### src/pkg/acr_pkg.sv
/*
  Shared constants, types and helpers for the converter selection and
  control block: I/O offsets, bit positions, reset values, codes and timing.
  Assumes an 8-bit CPU I/O bus with 6-bit I/O offsets.
*/
package acr_pkg;

  // I/O offsets of the block's registers; data-space address adds the offset below
  localparam logic [5:0] OFS_RES_LO = 6'h04;
  localparam logic [5:0] OFS_RES_HI = 6'h05;
  localparam logic [5:0] OFS_CTRL = 6'h06;
  localparam logic [5:0] OFS_SEL = 6'h07;
  localparam logic [7:0] DATA_SPACE_OFS = 8'h20;

  // Control and status bit positions
  localparam int CTRL_EN = 7;
  localparam int CTRL_START = 6;
  localparam int CTRL_FREE = 5;
  localparam int CTRL_FLAG = 4;
  localparam int CTRL_IE = 3;
  localparam int CTRL_PS_HI = 2;

  // Selection register fields
  localparam int SEL_REF_HI = 7;
  localparam int SEL_REF_LO = 6;
  localparam int SEL_JUST = 5;
  localparam int SEL_CHAN_HI = 4;

  // Reset values
  localparam logic [7:0] SEL_RST = 8'h00;
  localparam logic [7:0] CTRL_RST = 8'h00;

  // Reference codes
  localparam logic [1:0] REF_EXT = 2'h0;
  localparam logic [1:0] REF_AVCC = 2'h1;
  localparam logic [1:0] REF_RSVD = 2'h2;
  localparam logic [1:0] REF_INT = 2'h3;

  // Converter clocks per conversion
  localparam logic [4:0] CYC_FIRST = 5'h19;
  localparam logic [4:0] CYC_NORMAL = 5'h0d;

  typedef enum logic [1:0] {GAIN_1X, GAIN_10X, GAIN_200X} acr_gain_e;

  // Analog path steering towards the multiplexer and gain stage
  typedef struct packed {
    logic diff;
    logic bandgap;
    logic ground;
    logic [2:0] pos;
    logic [2:0] neg;
    acr_gain_e gain;
  } acr_path_s;

  // CPU I/O bus request
  typedef struct packed {
    logic [5:0] addr;
    logic wr;
    logic rd;
    logic [7:0] wdata;
  } acr_io_req_s;

  // Prescaler select to division factor
  function automatic logic [7:0] acr_div(input logic [2:0] ps);
    acr_div = (ps == 3'h0) ? 8'h02 : (8'h01 << ps);
  endfunction

  // One result byte as seen through the justification setting
  function automatic logic [7:0] acr_byte(input logic [9:0] res, input logic left, input logic hi);
    if (left) begin
      acr_byte = hi ? res[9:2] : {res[1:0], 6'h00};
    end else begin
      acr_byte = hi ? {6'h00, res[9:8]} : res[7:0];
    end
  endfunction

endpackage

### src/acr_chan_decode.sv
/*
  Channel code decoder: turns the five-bit channel code into the analog
  path steering (inputs, differential mode, gain, internal sources).
  Purely combinational; the caller registers the result.
*/
`timescale 1ns/1ps
module acr_chan_decode import acr_pkg::*; (
  input wire logic [4:0] chan,
  output acr_path_s path
);

  // Code table decode
  always_comb begin
    path = '0;
    path.gain = GAIN_1X;
    unique case (chan[4:3])
      2'h0: begin
        path.pos = chan[2:0];
      end
      2'h1: begin
        // Neg input 0 or 2, pos alternates; 01000/01010 short both terminals
        path.diff = 1'b1;
        path.neg = chan[2] ? 3'h2 : 3'h0;
        path.pos = path.neg + {2'h0, chan[0]};
        path.gain = chan[1] ? GAIN_200X : GAIN_10X;
      end
      2'h2: begin
        path.diff = 1'b1;
        path.pos = chan[2:0];
        path.neg = 3'h1;
      end
      2'h3: begin
        if (chan[2:1] == 2'h3) begin
          path.bandgap = ~chan[0];
          path.ground = chan[0];
        end else begin
          path.diff = 1'b1;
          path.pos = chan[2:0];
          path.neg = 3'h2;
        end
      end
    endcase
  end

endmodule // acr_chan_decode

### src/acr_conv_ctrl.sv
/*
  Converter selection and control registers on the CPU I/O bus, with
  conversion sequencing, result byte mapping and read locking.
  Assumes a single-cycle I/O bus on sys_clk and a converter core whose
  result bus is sampled through two flip-flops.
*/
// What this block does
// - Reference field picks external, supply or internal
// - Selection writes deferred until conversion completes
// - Justify bit one gives left-adjusted result
// - Justify change remaps result bytes immediately
// - Codes 0-7 select single-ended inputs
// - Codes 8-15 differential, gain 10x/200x
// - Codes 16-29 differential pairs at unity gain
// - Codes 30/31 route bandgap or ground
// - Same-input codes usable for offset calibration
// - Enable bit powers converter up or down
// - Clearing enable aborts conversion, no result
// - Selection at 0x07, control at 0x06
// - Selection register resets to zero
// - Control register resets to zero
// - Result byte layout per justification
// - Low byte read locks result until high
// - Start bit runs conversion, 25 or 13 clocks
// - Done flag sets on completion, clears by ack/write-one
`timescale 1ns/1ps
module acr_conv_ctrl import acr_pkg::*; (
  input wire logic sys_clk,
  input wire logic rst,
  input acr_io_req_s io_req,
  output logic [7:0] io_rdata_q,
  input wire logic [9:0] core_data,
  input wire logic irq_ack,
  output acr_path_s path_q,
  output logic [1:0] ref_act_q,
  output logic conv_power_q,
  output logic conv_active_q,
  output logic irq_req_q
);

  ////////////////////////////////////////////////////////////////////////////
  // Declarations and bus decode

  logic [7:0] sel_q;
  logic en_q, busy_q, free_q, flag_q, ie_q, first_q, lock_q;
  logic [2:0] ps_q;
  logic [6:0] presc_q;
  logic [4:0] cyc_q;
  logic [9:0] result_q;
  logic [9:0] core_meta_q, core_sync_q;
  logic [4:0] chan_act_q;
  logic [11:0] conv_len_q;
  acr_path_s path_dec;
  logic wr_ctrl, wr_sel, rd_lo, rd_hi, start_req, abort, tick, done, apply;
  logic [7:0] div;
  logic [4:0] len;

  assign wr_ctrl = io_req.wr && (io_req.addr == OFS_CTRL);
  assign wr_sel = io_req.wr && (io_req.addr == OFS_SEL);
  assign rd_lo = io_req.rd && (io_req.addr == OFS_RES_LO);
  assign rd_hi = io_req.rd && (io_req.addr == OFS_RES_HI);
  // Start counts only when written together with the enable bit
  assign start_req = wr_ctrl && io_req.wdata[CTRL_START] && io_req.wdata[CTRL_EN] && !busy_q;
  assign abort = wr_ctrl && !io_req.wdata[CTRL_EN] && busy_q;
  assign div = acr_div(ps_q);
  assign len = first_q ? CYC_FIRST : CYC_NORMAL;
  assign tick = busy_q && (presc_q == 7'(div - 8'h01));
  assign done = tick && (cyc_q == len - 5'h01) && !abort;
  // Idle: selection follows the register; busy: only at completion
  assign apply = !busy_q || done;

  ////////////////////////////////////////////////////////////////////////////
  // Registers written by software

  // Selection register holds any code, reserved ones included
  always_ff @(posedge sys_clk or posedge rst) begin
    if (rst) begin
      sel_q <= SEL_RST;
    end else if (wr_sel) begin
      sel_q <= io_req.wdata;
    end
  end

  // Control fields; flag and start handled separately
  always_ff @(posedge sys_clk or posedge rst) begin
    if (rst) begin
      en_q <= CTRL_RST[CTRL_EN];
      free_q <= CTRL_RST[CTRL_FREE];
      ie_q <= CTRL_RST[CTRL_IE];
      ps_q <= CTRL_RST[CTRL_PS_HI:0];
    end else if (wr_ctrl) begin
      en_q <= io_req.wdata[CTRL_EN];
      free_q <= io_req.wdata[CTRL_FREE];
      ie_q <= io_req.wdata[CTRL_IE];
      ps_q <= io_req.wdata[CTRL_PS_HI:0];
    end
  end

  ////////////////////////////////////////////////////////////////////////////
  // Conversion sequencing

  // Busy; free running restarts at completion without dropping busy
  always_ff @(posedge sys_clk or posedge rst) begin
    if (rst) begin
      busy_q <= 1'b0;
    end else if (abort) begin
      busy_q <= 1'b0;
    end else if (start_req) begin
      busy_q <= 1'b1;
    end else if (done) begin
      busy_q <= free_q && en_q;
    end
  end

  // First conversion after enabling takes the longer initialisation run
  always_ff @(posedge sys_clk or posedge rst) begin
    if (rst) begin
      first_q <= 1'b0;
    end else if (wr_ctrl && io_req.wdata[CTRL_EN] && !en_q) begin
      first_q <= 1'b1;
    end else if (done) begin
      first_q <= 1'b0;
    end
  end

  // Prescaler and converter clock count, cleared on every start
  always_ff @(posedge sys_clk or posedge rst) begin
    if (rst) begin
      presc_q <= 7'h00;
      cyc_q <= 5'h00;
    end else if (!busy_q || start_req || done) begin
      presc_q <= 7'h00;
      cyc_q <= 5'h00;
    end else if (tick) begin
      presc_q <= 7'h00;
      cyc_q <= cyc_q + 5'h01;
    end else begin
      presc_q <= presc_q + 7'h01;
    end
  end

  // Analog result bus passes two flops before use
  always_ff @(posedge sys_clk or posedge rst) begin
    if (rst) begin
      core_meta_q <= 10'h000;
      core_sync_q <= 10'h000;
    end else begin
      core_meta_q <= core_data;
      core_sync_q <= core_meta_q;
    end
  end

  // Result update is skipped while the low byte has been read but not the high
  always_ff @(posedge sys_clk or posedge rst) begin
    if (rst) begin
      result_q <= 10'h000;
    end else if (done && !lock_q) begin
      result_q <= core_sync_q;
    end
  end

  // Read lock: low read sets, high read releases
  always_ff @(posedge sys_clk or posedge rst) begin
    if (rst) begin
      lock_q <= 1'b0;
    end else if (rd_hi) begin
      lock_q <= 1'b0;
    end else if (rd_lo) begin
      lock_q <= 1'b1;
    end
  end

  // Done flag: setting wins over write-one and vector acknowledge
  always_ff @(posedge sys_clk or posedge rst) begin
    if (rst) begin
      flag_q <= CTRL_RST[CTRL_FLAG];
    end else if (done) begin
      flag_q <= 1'b1;
    end else if ((wr_ctrl && io_req.wdata[CTRL_FLAG]) || irq_ack) begin
      flag_q <= 1'b0;
    end
  end

  ////////////////////////////////////////////////////////////////////////////
  // Analog path steering

  acr_chan_decode u_dec (
    .chan(sel_q[SEL_CHAN_HI:0]),
    .path(path_dec)
  );

  // Active selection only moves when no conversion is mid-way
  always_ff @(posedge sys_clk or posedge rst) begin
    if (rst) begin
      ref_act_q <= REF_EXT;
      chan_act_q <= 5'h00;
      path_q <= '0;
    end else if (apply) begin
      ref_act_q <= sel_q[SEL_REF_HI:SEL_REF_LO];
      chan_act_q <= sel_q[SEL_CHAN_HI:0];
      path_q <= path_dec;
    end
  end

  // Status outputs towards core and interrupt logic
  always_ff @(posedge sys_clk or posedge rst) begin
    if (rst) begin
      conv_power_q <= 1'b0;
      conv_active_q <= 1'b0;
      irq_req_q <= 1'b0;
    end else begin
      conv_power_q <= en_q;
      conv_active_q <= busy_q;
      irq_req_q <= flag_q && ie_q;
    end
  end

  ////////////////////////////////////////////////////////////////////////////
  // Read data; justification applied at read time so it takes effect at once

  always_ff @(posedge sys_clk or posedge rst) begin
    if (rst) begin
      io_rdata_q <= 8'h00;
    end else if (io_req.rd) begin
      unique case (io_req.addr)
        OFS_RES_LO: io_rdata_q <= acr_byte(result_q, sel_q[SEL_JUST], 1'b0);
        OFS_RES_HI: io_rdata_q <= acr_byte(result_q, sel_q[SEL_JUST], 1'b1);
        OFS_CTRL: io_rdata_q <= {en_q, busy_q, free_q, flag_q, ie_q, ps_q};
        OFS_SEL: io_rdata_q <= sel_q;
        default: io_rdata_q <= 8'h00;
      endcase
    end
  end

  ////////////////////////////////////////////////////////////////////////////
  // Checks

  // Sys clock count of the running conversion
  always_ff @(posedge sys_clk or posedge rst) begin
    if (rst) begin
      conv_len_q <= 12'h000;
    end else if (!busy_q || start_req || done) begin
      conv_len_q <= 12'h000;
    end else begin
      conv_len_q <= conv_len_q + 12'h001;
    end
  end
endmodule // acr_conv_ctrl

### config.mk
export PLATFORM = sky130hd
export DESIGN_NAME = acr_conv_ctrl
export DESIGN_NICKNAME = d
export VERILOG_FILES = /design/src/pkg/acr_pkg.sv /design/src/acr_chan_decode.sv /design/src/acr_conv_ctrl.sv
export SDC_FILE = /design/constraint.sdc
export NUM_CORES = 1
export LEC_CHECK = 0
export BUFFER_PORTS_ARGS = -buffer_cell sky130_fd_sc_hd__buf_4
export CORE_MARGIN = 4
export CORE_UTILIZATION = 35
export DETAILED_ROUTE_END_ITERATION = 12
export HOLD_SLACK_MARGIN = 0.12
export SETUP_SLACK_MARGIN = 0.1
export SYNTH_ARGS = -nofsm -noshare
export SYNTH_HDL_FRONTEND = slang
export SYNTH_HIERARCHICAL = 1
export SYNTH_SLANG_ARGS = --single-unit
### constraint.sdc
create_clock -name sys_clk -period 6.4 [get_ports sys_clk]
set_input_delay 1.28 -clock sys_clk [delete_from_list [all_inputs] [get_ports sys_clk]]
set_output_delay 1.28 -clock sys_clk [all_outputs]
set_load 0.005 [all_outputs]
==> results.json, run 1 <==
{
  "status": "finished clean",
  "holdPathEnd": "core_sync_q[4]",
  "cts_max_path_buffers": 2,
  "numPortBuffers": 52,
  "synthesis.area_mm2": 0.003881,
  "antenna_found_initial": 0,
  "slowest_delay_ns": 1.13,
  "grt_pass1_wl_um": 14030,
  "fill_cells": 1071,
  "mostFrequentLayoutCells": "dfrtp_1 (84), buf_4 (53), nand2_1 (40)",
  "reg2reg_to": "path_q[4]",
  "synthCells": 344,
  "final_common_cell": "dfrtp_1",
  "synth-seq-cells": 84,
  "finish.utilization_pct": 41.98,
  "ff2ff_path_depth": 7,
  "fp.dieH_um": 113.3,
  "clk_latency_ns": 0.35,
  "crit_family": "compound AO/OA/AOI/OAI gates",
  "rows": 38,
  "hpwl_um": 5771,
  "nets": 430,
  "cts_buffers": 9,
  "worstPathMaxFanout": 13,
  "syn_nets": 383,
  "async_flop_share_pct": 100.0,
  "drt_first_iter_violations": 129,
  "pin_count": 53,
  "ant_nets": 0,
  "holdBufCountCts": 0,
  "p_leak_nw": 2.130,
  "diodes": 0,
  "hold_depth": 0,
  "hp-class": "flop to flop",
  "ys_top_cells_by_area": "dfrtp_1 (54%), mux2_2 (6.1%), mux2_4 (3.9%), nand2_1 (3.9%), ha_1 (3.2%)",
  "cpMaxStageDelayCell": "o31ai_2",
  "yosysTopAreaCell": "dfrtp_1",
  "syn2layout_area_growth_pct": 17.25,
  "start_kind": "flop",
  "reg2reg_setup_slack_ns": 2.72,
  "grt-ovfl-total": 0,
  "worstSetupEndpointType": "flop",
  "relSlewSlack_pct": 19.56,
  "crit_chain": "or3b_2 -> ha_1 -> xor2_1 -> and3_1 -> o2111ai_1 -> o31ai_2 -> mux2_2",
  "path_buf_inv": 0,
  "syn_area_per_cell_um2": 11.28,
  "finalHoldViolCount": 0,
  "die-area_mm2": 0.01284,
  "synth_seq_area_share_pct": 54.16,
  "hp-start": "core_meta_q[4]",
  "rsz0062_at_grt": "false",
  "setup_viol": 0,
  "route.detailed.drc": 0,
  "tightest_slew_ns": 1.199,
  "grt_max_degree": 85,
  "synth_top_area_share_pct": 54.16,
  "start_util_pct": 35.80,
  "routed_wl_um": 8228,
  "finalMaxSlewViolations": 0,
  "worstPathArrival_ns": 3.92,
  "cts_tree": "built",
  "root_buffer": "clkbuf_8",
  "vias": 2631,
  "fin_tns_setup_ns": 0,
  "groute.usage.overall_pct": 13.82,
  "synthFlopType": "dfrtp_1",
  "power_density_mw_per_mm2": 242.1,
  "min_period_ns": 3.677,
  "drt-pass1-iter-count": 4,
  "grt_pass1_vias": 2705,
  "place.gp.congestion": 0.8132,
  "report.power.total_w": 0.001102,
  "yosysWarnings": 6,
  "clock.fmax_mhz": 272.0,
  "drv_cap": 0,
  "fp.dieW_um": 113.3,
  "core_area_mm2": 0.01084,
  "drive_gt1_share_pct": 26.77,
  "yosysUniqueCellTypes": 52,
  "fin_crit_sh_pct": 57.45,
  "clkTransAtPathRegs_ns": 0.09,
  "ctsResizeCount": 0,
  "clock-sinks": 84,
  "ir_worst_vdd_mv": 0.1354,
  "routedWlPerCell_um": 15.35,
  "critical_path_class": "flop to flop",
  "required_ns": 6.65,
  "viasPerCell": 4.909,
  "htreeDepth": 3,
  "r2r_start": "ps_q[1]",
  "finClkSkew_ns": 0.01077,
  "cts_setup_buffers": 0,
  "synth_edf_count": 0
}
worst reg2reg max path, cell delays in order, from the launching register on:
cell and delay (ns):
dfrtp_1 0.55, or3b_2 0.48, ha_1 0.30, xor2_1 0.13, and3_1 0.16, o2111ai_1 0.40
o31ai_2 1.13, mux2_2 0.43
kinds of logic (layout without fill, tap and decap cells):
logic type	after synthesis	count (layout)	synth area share [%]
adder cells (fa/ha/maj)	10	10	3.224
multiplexers	36	36	11.25
flip-flops	84	84	54.16
other	1	1	0.09662
XOR/XNOR	11	11	2.482
AND/OR/NAND/NOR	106	106	14.73
AO/OA/AOI/OAI	58	58	9.736
buffers and inverters	38	90	4.320
metal layers:
layer,track usage [%],up-vias,wire length (µm)
li1,-,1283,-
met1,19.28,1291,3879
met2,21.84,47,3974
met3,3.262,10,292
met4,3.365,0,82
met5,0,-,0
synthesized netlist by cell type (3+ instances only):
cell      instances
dfrtp_1          84
nand2_1          40
inv_1            21
mux2_2           21
nor2_1           15
o21ai_0          14
clkbuf_1         11
nand3_1          11
a21oi_1          10
ha_1             10
mux2_4           10
o22ai_1           8
nor3b_1           7
xnor2_1           7
a211oi_1          6
and3_1            6
mux2i_1           5
o32ai_1           4
xor2_1            4
and2_1            3
nand3b_1          3
nor2b_1           3
o211ai_1          3
or4_1             3
worst max path at each step:
stage / startpoint / endpoint / slack (ns) / cells past startpoint
global route: ps_q[1] / path_q[4] / 2.43 / 7
floorplan: rst / busy_q / 2.95 / 1
global placement: ps_q[1] / path_q[0] / 2.79 / 7
CTS: ps_q[1] / path_q[4] / 2.72 / 7
finish: ps_q[1] / path_q[4] / 2.72 / 7
detailed placement: ps_q[1] / path_q[8] / 2.72 / 7
flip-flops by register name, indices dropped and copies added, names as in the netlist, 2 cells and up:
| register | count |
|---|---|
| presc_q | 7 |
| io_rdata_q | 8 |
| cyc_q | 5 |
| core_sync_q | 10 |
| ps_q | 3 |
| path_q | 11 |
| sel_q | 8 |
| result_q | 10 |
| ref_act_q | 2 |
| core_meta_q | 10 |
cell type report:
type	instances	area, µm²	area share [%]
Multi-Input combinational cell	222	1612	35.41
Timing Repair Buffer	53	397.9	8.743
Tap cell	140	175.2	3.849
Sequential cell	84	2102	46.19
Clock inverter	6	46.29	1.017
Clock buffer	10	137.6	3.024
Inverter	21	80.08	1.760
report_power, final:
part           internal, W  leakage [nW]  switching [W]  total (W)
registers         0.000564          1.11      0.0000394   0.000603
logic            0.0000715         0.933      0.0000696   0.000141
clock network     0.000154        0.0893       0.000203   0.000357
total             0.000790          2.13       0.000312    0.00110
per-stage QoR:
step	worst slack (ns)	instance area [µm²]	cells	hold WS [ns]
after global placement	2.792	4367	520	0.3321
final	2.723	4551	536	0.3518
after CTS	2.715	4551	536	0.3552
after global routing	2.426	4551	536	0.3601
after floorplan	2.955	3881	344	0.3312
after detailed placement	2.722	4367	520	0.3356
No activity file was read; power rests on OpenSTA's default activity.
==> run 2: changes to the inputs <==
==> constraint.sdc (replaced) <==
create_clock -name sys_clk -period 3.3 [get_ports sys_clk]
set_input_delay 0.66 -clock sys_clk [delete_from_list [all_inputs] [get_ports sys_clk]]
set_output_delay 0.66 -clock sys_clk [all_outputs]
set_load 0.005 [all_outputs]
==> run 2 against run 1 <==
  * Clock skew grew 0.00070 ns
  * Core utilization grew 0.83 points
  * Final cell count grew 1.1%
  * Sequential power grew 94%
  * Largest power group unchanged
  * Final area grew 2.0%
==> results.json, run 2 (same netlist as run 1, synthesis figures left out) <==
{
  "drt_first_iter_violations": 120,
  "multi_input_area_mm2": 0.001615,
  "fin_tns_setup_ns": 0,
  "hpwl_um": 6113,
  "clk_latency_ns": 0.35,
  "power_density_mw_per_mm2": 482.9,
  "drv_cap": 0,
  "hp-class": "flop to flop",
  "clock-sinks": 84,
  "rsz0062_at_grt": "false",
  "place_area_mm2": 0.004432,
  "worstPathMaxFanout": 13,
  "crit_top_cell": "buf_4",
  "root_buffer": "clkbuf_8",
  "cpMaxStageDelayCell": "or3b_2",
  "start_kind": "flop",
  "final_common_cell": "dfrtp_1",
  "path_buf_inv": 2,
  "viasPerCell": 4.934,
  "finClkSkew_ns": 0.01147,
  "start_util_pct": 35.80,
  "finalMaxSlewViolations": 0,
  "crit_family": "simple AND/OR/NAND/NOR gates",
  "dp_cells": 527,
  "routedWlPerCell_um": 15.61,
  "finalHoldViolCount": 0,
  "ant_nets": 0,
  "fin_crit_sh_pct": 91.73,
  "slowest_delay_ns": 0.51,
  "required_ns": 3.53,
  "final-seq-area_mm2": 0.002102,
  "grt-ovfl-total": 0,
  "dp_slack_ns": 0.1553,
  "critical_path_class": "flop to flop",
  "nets": 437,
  "largest-register": "path_q",
  "rows": 38,
  "clkTransAtPathRegs_ns": 0.09,
  "routed_wl_um": 8460,
  "place.gp.congestion": 0.8922,
  "cts_buffers": 9,
  "largest_register_ffs": 11,
  "tightest_slew_ns": 0.6850,
  "clock.fmax_mhz": 330.3,
  "cts_max_path_buffers": 2,
  "p_leak_nw": 2.183,
  "stdcell_count": 542,
  "antenna_found_initial": 0,
  "relSlewSlack_pct": 54.16,
  "core_area_mm2": 0.01084,
  "fp.dieH_um": 113.3,
  "die-area_mm2": 0.01284,
  "worstSetupEndpointType": "flop",
  "grt_max_degree": 50,
  "htreeDepth": 3,
  "mostFrequentLayoutCells": "dfrtp_1 (84), buf_4 (59), nand2_1 (40)",
  "groute.usage.overall_pct": 13.90,
  "worstPathArrival_ns": 3.26,
  "finish.instance_area_mm2": 0.004641,
  "fp.dieW_um": 113.3,
  "drt-pass1-iter-count": 4,
  "fin_ws_ns": 0.2728,
  "fill_cells": 1074,
  "grt_pass1_wl_um": 14070,
  "vias": 2674,
  "syn2layout_area_growth_pct": 19.57,
  "grt_pass1_vias": 2738,
  "diodes": 0,
  "pin_count": 53,
  "drive_gt1_share_pct": 27.86,
  "status": "finished clean",
  "setup_viol": 0,
  "cts_tree": "built",
  "crit_chain": "or3b_2 -> ha_1 -> nor4bb_1 -> a31oi_1 -> xnor2_1 -> buf_4 -> o31ai_2 -> buf_4 -> mux2_2",
  "route.detailed.drc": 0,
  "ir_worst_vdd_mv": 0.2339,
  "min_period_ns": 3.027,
  "numPortBuffers": 52
}
-- run 2: timing repair --
action	in CTS	in global routing
hold buffers	0	0
setup buffers	0	0
resized for setup	0	1
endpoints found under the setup margin	0	10
-- run 2: worst register-to-register path: stages, from the launching register on --
cell and delay, ns:
dfrtp_1 0.49, or3b_2 0.51, ha_1 0.24, nor4bb_1 0.34, a31oi_1 0.10, xnor2_1 0.17
buf_4 0.19, o31ai_2 0.25, buf_4 0.26, mux2_2 0.36
-- run 2: per-stage QoR --
step | hold WS [ns] | total power, W | util, %
final | 0.3496 | 0.002241 | 42.81
after detailed placement | 0.3347 | 0.001486 | 40.88
after CTS | 0.3536 | 0.002269 | 42.77
after global routing | 0.3598 | 0.002358 | 42.81
after floorplan | 0.3312 | 0.001352 | -
after global placement | 0.3326 | 0.001477 | 40.88
-- run 2: layout make-up --
| class | count | area share, % |
|---|---|---|
| clock inverters | 5 | 1.672 |
| clock buffers | 10 | 2.750 |
| well taps | 140 | 3.775 |
| flip-flops and latches | 84 | 45.30 |
| repair buffers | 60 | 9.976 |
| inverters | 21 | 1.726 |
| multi-input cells | 222 | 34.81 |
-- run 2: power by group --
| part | leakage [nW] | internal, W | switching, W |
|---|---|---|---|
| logic | 0.974 | 0.000149 | 0.000144 |
| registers | 1.11 | 0.00109 | 0.0000727 |
| clock network | 0.102 | 0.000420 | 0.000361 |
-- run 2: path summary, 6_finish.rpt --
check                                    start              to  slack, ns  cells after the start
worst max-delay path                   ps_q[0]       path_q[4]       0.27                      9
worst min-delay path            core_meta_q[9]  core_sync_q[9]       0.35                      0
worst max register to register         ps_q[0]       path_q[4]       0.27                      9
worst min register to register  core_meta_q[9]  core_sync_q[9]       0.35                      0
max in group asynchronous                  rst       path_q[1]       2.27                      3
min in group asynchronous                  rst  core_meta_q[6]       0.37                      2
-- run 2: routing by layer --
layer  vias to the layer above  track usage (%)  routed length, µm
met5                         -                0                  0
met4                         0            4.006                121
met3                        10            3.209                398
met2                        71            21.84               3997
met1                      1296            19.30               3943
li1                       1297                -                  -
